File: src/include/pfr_pkg.sv
/*
 Package for the power fault restart controller: setting encodings,
 timing constants and state encoding.
 Assumes a single 250 MHz controller clock and a 1 ms tick divider.
*/
package pfr_pkg;
	localparam logic [1:0] MODE_TRIP = 2'h0;
	localparam logic [1:0] MODE_ZERO = 2'h1;
	localparam logic [1:0] MODE_MATCH = 2'h2;
	localparam logic [1:0] MODE_MATCH_STOP = 2'h3;
	localparam logic [1:0] ALM_OFF = 2'h0;
	localparam logic [1:0] ALM_ON = 2'h1;
	localparam logic [1:0] ALM_OFF_STOPPING = 2'h2;
	localparam logic [1:0] CNT_LIMITED = 2'h0;
	localparam logic [1:0] CNT_UNLIMITED = 2'h1;
	localparam int PWR_RETRY_MAX = 16;
	localparam int OCV_RETRY_MAX = 3;
	localparam int CLK_MHZ = 250;
	localparam int TICK_US = 1000;
	localparam int TICK_CYCLES = CLK_MHZ * TICK_US;
	// Times given to the block in units of 1 ms ticks
	localparam int TIME_W = 17;
	localparam logic [15:0] FREQ_ZERO = 16'h0000;
	typedef enum logic [4:0] {
		ST_RUN = 5'h01,
		ST_SAG = 5'h02,
		ST_WAIT = 5'h04,
		ST_DECEL = 5'h08,
		ST_TRIP = 5'h10
	} pfr_state_t;
endpackage

File: src/design/pfr_sync.sv
/*
 Three-flop synchroniser with agreement filter for pin inputs.
 Assumes the input is asynchronous to mclk.
*/
`timescale 1ns/1ps
`default_nettype none
module pfr_sync #(
	parameter int W = 1
) (
	input wire logic mclk,
	input wire logic resetn,
	input wire logic [W-1:0] din,
	output logic [W-1:0] dout
);
	logic [W-1:0] s1, s2, s3;
	logic [W-1:0] next_dout;
	always_comb begin
		next_dout = dout;
		for (int i = 0; i < W; i++) begin
			if (s2[i] == s3[i]) begin
				next_dout[i] = s2[i];
			end
		end
	end
	always_ff @(posedge mclk or negedge resetn) begin
		if (!resetn) begin
			s1 <= '0;
			s2 <= '0;
			s3 <= '0;
			dout <= '0;
		end else begin
			s1 <= din;
			s2 <= s1;
			s3 <= s2;
			dout <= next_dout;
		end
	end
endmodule
`default_nettype wire

File: src/design/pfr_ctrl.sv
/*
 Power fault restart controller: decides trip or retry after power loss,
 under-voltage, over-current and over-voltage; counts retries, times the
 sag and the retry wait, and picks the restart frequency.
 Assumes supply and fault inputs come from pins; settings are static
 ports from the same clock domain.
*/
`timescale 1ns/1ps
`default_nettype none
module pfr_ctrl
	import pfr_pkg::*;
#(
	parameter int TICK_DIV = TICK_CYCLES
) (
	input wire logic mclk,
	input wire logic resetn,
	input wire logic power_loss_in,
	input wire logic undervolt_in,
	input wire logic overcurrent_in,
	input wire logic overvolt_in,
	input wire logic stop_reset,
	input wire logic [1:0] restart_mode_select,
	input wire logic [TIME_W-1:0] undervoltage_ride_through_time,
	input wire logic [TIME_W-1:0] retry_wait_time,
	input wire logic [1:0] power_fault_alarm_enable,
	input wire logic [1:0] restart_count_mode,
	input wire logic [15:0] restart_freq_threshold,
	input wire logic [15:0] motor_freq,
	input wire logic motor_stopped,
	input wire logic stopping,
	output logic drive_enable,
	output logic restart_start,
	output logic [15:0] restart_freq,
	output logic decel_request,
	output logic tripped,
	output logic alarm,
	output logic power_loss_flag,
	output logic low_supply_flag
);
	logic [3:0] pins;
	logic ploss, uv, oc, ov;
	pfr_sync #(.W(4)) u_sync (
		.mclk(mclk),
		.resetn(resetn),
		.din({power_loss_in, undervolt_in, overcurrent_in, overvolt_in}),
		.dout(pins)
	);
	assign {ploss, uv, oc, ov} = pins;

	// Millisecond tick keeps timers narrow at the cost of 1 ms resolution
	logic [31:0] div_cnt, next_div_cnt;
	logic tick;
	always_comb begin
		tick = (div_cnt == 32'(TICK_DIV - 1));
		next_div_cnt = tick ? 32'h0000_0000 : div_cnt + 32'h0000_0001;
	end
	always_ff @(posedge mclk or negedge resetn) begin
		if (!resetn) begin
			div_cnt <= 32'h0000_0000;
		end else begin
			div_cnt <= next_div_cnt;
		end
	end

	pfr_state_t state, next_state;
	logic [TIME_W-1:0] timer, next_timer;
	logic [4:0] pwr_cnt, next_pwr_cnt;
	logic [2:0] ocv_cnt, next_ocv_cnt;
	logic pwr_fault, ocv_fault;
	logic next_tripped, next_alarm, next_start, next_decel, next_drive;
	logic [15:0] next_freq;

	always_comb begin
		pwr_fault = ploss | uv;
		ocv_fault = oc | ov;
		next_state = state;
		next_timer = timer;
		next_pwr_cnt = pwr_cnt;
		next_ocv_cnt = ocv_cnt;
		next_tripped = tripped;
		next_alarm = alarm;
		next_start = 1'b0;
		next_decel = decel_request;
		next_drive = drive_enable;
		next_freq = restart_freq;
		case (state)
			ST_RUN: begin
				if (ocv_fault) begin
					next_drive = 1'b0;
					next_timer = '0;
					if (restart_mode_select == MODE_TRIP ||
						ocv_cnt == 3'(OCV_RETRY_MAX)) begin
						next_state = ST_TRIP;
						next_tripped = 1'b1;
						next_alarm = 1'b1;
					end else begin
						next_ocv_cnt = ocv_cnt + 3'h1;
						next_state = ST_WAIT;
					end
				end else if (pwr_fault) begin
					next_drive = 1'b0;
					next_timer = '0;
					if (restart_mode_select == MODE_TRIP) begin
						next_state = ST_TRIP;
						next_tripped = 1'b1;
						next_alarm = (power_fault_alarm_enable == ALM_ON) ||
							(power_fault_alarm_enable == ALM_OFF_STOPPING && !stopping && !motor_stopped);
					end else begin
						next_state = ST_SAG;
					end
				end
			end
			ST_SAG: begin
				if (tick) begin
					next_timer = timer + TIME_W'(1);
				end
				if (timer > undervoltage_ride_through_time) begin
					next_state = ST_TRIP;
					next_tripped = 1'b1;
					next_alarm = (power_fault_alarm_enable == ALM_ON) ||
						(power_fault_alarm_enable == ALM_OFF_STOPPING && !stopping && !motor_stopped);
				end else if (!pwr_fault) begin
					next_timer = '0;
					if (restart_count_mode == CNT_LIMITED &&
						pwr_cnt == 5'(PWR_RETRY_MAX)) begin
						next_state = ST_TRIP;
						next_tripped = 1'b1;
						next_alarm = 1'b1;
					end else begin
						if (restart_count_mode == CNT_LIMITED) begin
							next_pwr_cnt = pwr_cnt + 5'h01;
						end
						next_state = ST_WAIT;
					end
				end
			end
			ST_WAIT: begin
				if (pwr_fault || ocv_fault) begin
					next_timer = '0;
				end else if (tick) begin
					next_timer = timer + TIME_W'(1);
				end
				if (!pwr_fault && !ocv_fault && timer >= retry_wait_time) begin
					next_timer = '0;
					next_start = 1'b1;
					next_drive = 1'b1;
					if (restart_mode_select == MODE_ZERO ||
						motor_freq < restart_freq_threshold) begin
						next_freq = FREQ_ZERO;
					end else begin
						next_freq = motor_freq;
					end
					if (restart_mode_select == MODE_MATCH_STOP) begin
						next_state = ST_DECEL;
						next_decel = 1'b1;
					end else begin
						next_state = ST_RUN;
					end
				end
			end
			ST_DECEL: begin
				if (motor_stopped) begin
					next_state = ST_TRIP;
					next_decel = 1'b0;
					next_drive = 1'b0;
					next_tripped = 1'b1;
					next_alarm = 1'b1;
				end
			end
			ST_TRIP: begin
				next_drive = 1'b0;
				if (stop_reset) begin
					next_state = ST_RUN;
					next_tripped = 1'b0;
					next_alarm = 1'b0;
					next_pwr_cnt = '0;
					next_ocv_cnt = '0;
					next_timer = '0;
				end
			end
			default: begin
				next_state = ST_TRIP;
			end
		endcase
	end

	always_ff @(posedge mclk or negedge resetn) begin
		if (!resetn) begin
			state <= ST_RUN;
			timer <= '0;
			pwr_cnt <= 5'h00;
			ocv_cnt <= 3'h0;
			tripped <= 1'b0;
			alarm <= 1'b0;
			restart_start <= 1'b0;
			decel_request <= 1'b0;
			drive_enable <= 1'b1;
			restart_freq <= FREQ_ZERO;
			power_loss_flag <= 1'b0;
			low_supply_flag <= 1'b0;
		end else begin
			state <= next_state;
			timer <= next_timer;
			pwr_cnt <= next_pwr_cnt;
			ocv_cnt <= next_ocv_cnt;
			tripped <= next_tripped;
			alarm <= next_alarm;
			restart_start <= next_start;
			decel_request <= next_decel;
			drive_enable <= next_drive;
			restart_freq <= next_freq;
			power_loss_flag <= ploss;
			low_supply_flag <= uv;
		end
	end
endmodule
`default_nettype wire

File: config.mk
export PLATFORM = sky130hd
export DESIGN_NAME = pfr_ctrl
export DESIGN_NICKNAME = d
export VERILOG_FILES = /design/src/include/pfr_pkg.sv /design/src/design/pfr_sync.sv /design/src/design/pfr_ctrl.sv
export SDC_FILE = /design/constraint.sdc
export NUM_CORES = 1
export LEC_CHECK = 0
export ABC_CLOCK_PERIOD_IN_PS = 7000
export BUFFER_PORTS_ARGS = -buffer_cell sky130_fd_sc_hd__buf_2
export CORE_AREA = 2 2 134 136
export CTS_CLUSTER_SIZE = 40
export DETAILED_ROUTE_END_ITERATION = 7
export DIE_AREA = 0 0 136 138
export PLACE_DENSITY_LB_ADDON = 0.12
export SYNTH_ARGS = -nofsm -noshare
export SYNTH_HDL_FRONTEND = slang
export SYNTH_SLANG_ARGS = --single-unit
File: constraint.sdc
create_clock -name mclk -period 7 [get_ports mclk]
set_input_delay 0 -clock mclk [delete_from_list [all_inputs] [get_ports mclk]]
set_output_delay 0 -clock mclk [all_outputs]
set_load 0.05 [all_outputs]
Word-level counts from Yosys, hierarchy flattened
Cells that the tools add are included.
- input port bits: 81
- logic and storage cells: 147
- output and inout port bits: 23
- register bits after elaboration: 101
- $add $sub $neg: 4
- bitwise logic cells: 2
- muxes and demuxes: 58
- equal/unequal tests: 31
- reduce and logical (&&, ||, !) cells: 29
- magnitude comparators: 3
- operators by type and width (kind ; count):
    two-way mux 17 bit ; 8
    two-way mux 5 bit ; 15
    case mux 17 bit (4 select lines) ; 1
    adder 32 x 1 -> 32 bit (second input constant) ; 1
    == test 32 x 18 -> 1 bit (second input constant) ; 1
    two-way mux 32 bit ; 1
    case mux 5 bit (5 select lines) ; 1
    two-way mux 1 bit ; 21
    != test 2 bit (second input constant) ; 10
    adder 17 x 1 -> 17 bit (second input constant) ; 1
    greater-or-equal comparator 17 bit ; 1
    greater-than comparator 17 bit ; 1
    less-than comparator 16 bit ; 1
    two-way mux 16 bit ; 1
    != test 3 bit (second input constant) ; 5
    case mux 1 bit (4 select lines) ; 3
    AND reduction 4 bit ; 3
    nonzero test 4 bit ; 3
    == test 5 bit (second input constant) ; 2
    case mux 5 bit (2 select lines) ; 1
    two-way mux 3 bit ; 3
    AND reduction 8 bit ; 1
    case mux 3 bit (2 select lines) ; 1
    AND reduction 6 bit ; 1
    other kinds (21) ; 40

Logic depth before layout (Yosys ltp)
- depth in word-level cells: 8
- gate-level depth with buffers: 10
- depth with buffers taken out: 9

Modules after synthesis
Synthesis repeated with hierarchy kept, for this count alone.
- cell total of the unflattened synthesis: 639
- area total of the unflattened synthesis: 5843.1 um^2
- by module, submodules not included (module ; area each (um^2) ; sequential area each (um^2) ; cells each ; times used):
    pfr_ctrl ; 5397.7 ; 2129.5 ; 619 ; 1
    pfr_sync ; 445.4 ; 400.4 ; 20 ; 1

Least setup slack after synthesis
No wires, ideal clock.
- path kind: register to register
- start point: register div_cnt[10]
- end point: register timer[13]
- path slack: 4.476 ns
- stages on the path, launching flop included: 8
- data required time: 6.865 ns
- arrival: 2.389 ns
- setup time: 0.135 ns
- period minus slack after synthesis: 2.524 ns
- path buffers: 0
- cell sequence: dfrtp_1 -> or4b_1 -> or4_4 -> nor3_4 -> nand4_4 -> or4_1 -> o311ai_0 -> o21ai_1
- cells in the longest elaborated chain, start to end: 5
- elaborated cells between the ends (all ways): 7
- classes of those cells: 1 x eq/ne; 6 x mux
- RTL lines (element ; RTL line ; RTL):
    start: declaration ; pfr_ctrl.sv:51 ; logic [31:0] div_cnt, next_div_cnt;
    start signal: assignment ; pfr_ctrl.sv:61 ; div_cnt <= next_div_cnt;
    == test 32 x 18 -> 1 bit (*) ; pfr_ctrl.sv:54 ; tick = (div_cnt == 32'(TICK_DIV - 1));
    two-way mux 17 bit (*) ; - ;
    two-way mux 17 bit (on tied branches) (2 in a row) ; - ;
    case mux 17 bit (4 select lines) (*) ; pfr_ctrl.sv:86 ; case (state)
    end signal: assignment ; pfr_ctrl.sv:203 ; timer <= next_timer;
    end: declaration ; pfr_ctrl.sv:66 ; logic [TIME_W-1:0] timer, next_timer;
Every way passes the cells marked *; elsewhere a longest branch is shown, timed or not.
A chain may end at the register's enable or synchronous reset.

Worst setup path after layout
- start point: register timer[10]
- end point: register restart_freq[7]
- cells in the longest elaborated chain, start to end: 3
- RTL lines (element ; RTL line ; RTL):
    greater-or-equal comparator 17 bit ; pfr_ctrl.sv:143 ; if (!pwr_fault && !ocv_fault && timer >= retry_wait_time) begin
    logical AND 1 bit ; pfr_ctrl.sv:143 ;
    AND reduction 2 bit (no line) ; - ;
    end signal: assignment ; pfr_ctrl.sv:211 ; restart_freq <= next_freq;
    end: declaration ; pfr_ctrl.sv:33 ; output logic [15:0] restart_freq,
Every way passes these cells.

==> impl_metrics.json <==
{
  "clk_pin_slew_worst_paths_ns": 0.07,
  "clock_sinks": 101,
  "synth_top_flop_cell": "dfrtp_1",
  "vias_per_cell": 5.09,
  "muxShareOfSynthArea_pct": 1.06,
  "synth_fa_ha_area_share_pct": 12.3,
  "worst_pin_slew_ns": 1.13,
  "crit_slowest_cell": "a221oi_2",
  "num_vias": 5001,
  "crit_family": "compound AO/OA/AOI/OAI gates",
  "grt_antenna_before_repair": 0,
  "htreeDepth": 3,
  "cts_tree": "yes",
  "start_kind": "register",
  "setup-violations-final": 0,
  "final_hold_viol_count": 0,
  "area_growth_pct": 22.0,
  "max_freq_mhz": 276,
  "min_path_type": "input port to register",
  "cpPeakStageDelay_ns": 1.06,
  "avgSynthCellArea_um2": 9.51,
  "num_antenna_cells": 0,
  "drt_iter0_drc": 205,
  "grt_max_degree": 57,
  "crit_path_max_fanout": 18,
  "power_leakage_nw": 3.60,
  "portBuffers": 103,
  "totalPowerFinal_mw": 1.51,
  "dieArea_um2": 18800,
  "cp_common_cell": "nand4_1",
  "synth.area.top_cells": "dfrtp_1 42%, ha_1 12%, inv_1 4.1%, nand2_1 3.5%, xnor2_1 3.1%",
  "synth_top_area_share_pct": 41.8,
  "crit_buf_inv": 0,
  "ios": 104,
  "grt_use_total_pct": 16.1,
  "drt-pass1-iter-count": 5,
  "yosysMostFrequentCell": "dfrtp_1",
  "die_width_um": 136,
  "utilization_pct": 41.2,
  "synth-simple-area-share_pct": 19.8,
  "postCtsHoldBufs": 23,
  "yosysWarnings": 0,
  "yosysSeqAreaShare_pct": 42.7,
  "grt_pass1_wl_um": 24300,
  "async_flop_share_pct": 100,
  "ys_ff_latch": 101,
  "grt_overflow": 0,
  "vdd_ir_drop_max_mv": 0.113,
  "critical_path_class": "register to register",
  "clockBufferDepth": 2,
  "syn_nets": 759,
  "synth_area_um2": 5920,
  "final.setup_skew_ns": 0.00459,
  "post_cts_buffers": 0,
  "coreArea_um2": 17500,
  "numCtsBuffers": 9,
  "synth_compound_area_share_pct": 13.9,
  "relSlewSlack_pct": 24.6,
  "insertion_delay_ns": 0.35,
  "drtAntennaViolNets": 0,
  "synth_cells": 623,
  "powerDensity_nw_per_um2": 209,
  "ys_top_cells_by_count": "99 x dfrtp_1, 65 x inv_1, 56 x nand2_1",
  "hpwl_um": 11000,
  "wl_um": 14500,
  "layout.nets": 885,
  "root_buffer": "clkbuf_16",
  "synth_edf_count": 0,
  "cp-end-kind": "register",
  "max_cap_viol_count": 0,
  "post_drt_wl_per_cell_um": 14.8,
  "worstPathArrival_ns": 3.91,
  "die_h_um": 138,
  "required_ns": 7.29,
  "cts_resized": 0,
  "drive_gt1_share_pct": 18.4,
  "row_count": 49,
  "status": "finished clean",
  "rsz0062_at_grt": "no",
  "synthDistinctLibCells": 59,
  "globalplace.congestion": 0.813,
  "synth_largest_area_cell": "dfrtp_1",
  "drc": 0,
  "fin_crit_sh_pct": 51.7,
  "start_util_pct": 33.8,
  "setup_tns_ns": 0,
  "path_cells": "ha_1, nand4_1, nor4_1, o31ai_1, nand4_1, nand3_1, a221oi_2, a22o_1",
  "grt_pass1_vias": 4972,
  "slew_viol_final": 0,
  "synth_xor_xnor_area_share_pct": 5.03,
  "min_period_ns": 3.62,
  "synth_top_family_by_area": "simple AND/OR/NAND/NOR gates"
}
routing by layer:
metal  GRT usage (%)  part of all wire, %  up-vias
li1                -                    -     2496
met1            21.7                   47     2363
met2            25.8                   46      123
met3            2.86                  4.8       19
met4            6.14                  1.9        0
met5               0                    0        -
sequential cells by signal, summed over array words and instances, names as in the netlist:
signal           cells
drive_enable         1
restart_freq        16
power_loss_flag      1
state                5
ocv_cnt              3
u_sync.s3            4
u_sync.dout          4
pwr_cnt              5
low_supply_flag      1
restart_start        1
decel_request        1
alarm                1
div_cnt             32
u_sync.s1            4
timer               17
tripped              1
u_sync.s2            4
worst reg2reg max path, delay by kind of cell (launching register included):
family | cells | cell delay (ns)
adders and majority gates | 1 | 0.35
DFF | 1 | 0.48
AOI/OAI and AO/OA | 3 | 1.43
and+or+nand+nor | 4 | 1.32
cell families after synthesis:
group	count (synthesis)
AOI/OAI and AO/OA	118
adders and majority gates	59
muxes	6
xor gates and xnor gates	34
and+or+nand+nor	226
buffers and inverters	79
DFF	101
worst paths after layout:
| path | from | to | cells after the start | slack, ns |
|---|---|---|---|---|
| min reg2reg | u_sync.s1[0]$_DFF_PN0_ | u_sync.s2[0]$_DFF_PN0_ | 0 | 0.35 |
| min | restart_mode_select[1] | state[0]$_DFFE_PN1P_ | 4 | 0.04 |
| max in group asynchronous | resetn | div_cnt[9]$_DFF_PN0_ | 3 | 5.67 |
| max | timer[10]$_DFFE_PN0P_ | restart_freq[7]$_DFFE_PN0P_ | 8 | 3.38 |
| min in group asynchronous | resetn | pwr_cnt[1]$_DFFE_PN0P_ | 2 | 0.18 |
| max reg2reg | timer[10]$_DFFE_PN0P_ | restart_freq[7]$_DFFE_PN0P_ | 8 | 3.38 |
power by group:
| part | internal, mW | switching, mW |
|---|---|---|
| logic | 0.124 | 0.221 |
| clock network | 0.282 | 0.236 |
| registers | 0.615 | 0.0293 |
| total | 1.02 | 0.486 |
cell type report:
type                            count  area (um^2)
Fill cell                        1763        10300
Multi-Input combinational cell    443         3090
Sequential cell                   101         2530
Timing Repair Buffer              129          771
Tap cell                          229          287
Inverter                           65          244
Clock buffer                        9          225
Clock inverter                      7         80.1
through the flow:
stage	hold slack, ns	cells	cell area [um^2]	setup WS [ns]
2_1_floorplan	-0.296	623	5920	4.48
3_3_place_gp	0.0333	944	6690	3.49
6_report	0.0422	983	7220	3.38
3_5_place_dp	0.0406	944	6690	3.34
4_1_cts	0.0328	983	7220	3.33
5_1_grt	0.0746	983	7220	3.08
layout by cell type (no fill, tap or decap), types with 3 or more instances in the layout:
| cell type | count |
|---|---|
| a21o_1 | 6 |
| a21oi_1 | 21 |
| a22o_1 | 20 |
| and3_1 | 10 |
| and3_2 | 3 |
| buf_2 | 102 |
| buf_4 | 4 |
| clkbuf_16 | 9 |
| dfrtp_1 | 99 |
| dlygate4sd3_1 | 23 |
| ha_1 | 55 |
| inv_1 | 65 |
| maj3_1 | 4 |
| mux2i_1 | 4 |
| nand2_1 | 56 |
| nand3_1 | 28 |
| nand4_1 | 23 |
| nor2_1 | 40 |
| nor2b_1 | 4 |
| nor3_1 | 25 |
| nor4_1 | 15 |
| nor4b_1 | 3 |
| o21a_1 | 7 |
| o21ai_0 | 22 |
| o22ai_1 | 7 |
| o311ai_0 | 3 |
| o31a_1 | 3 |
| o31ai_1 | 6 |
| or4_1 | 4 |
| xnor2_1 | 21 |
| xor2_1 | 13 |
(Power assumes the default switching activity.)
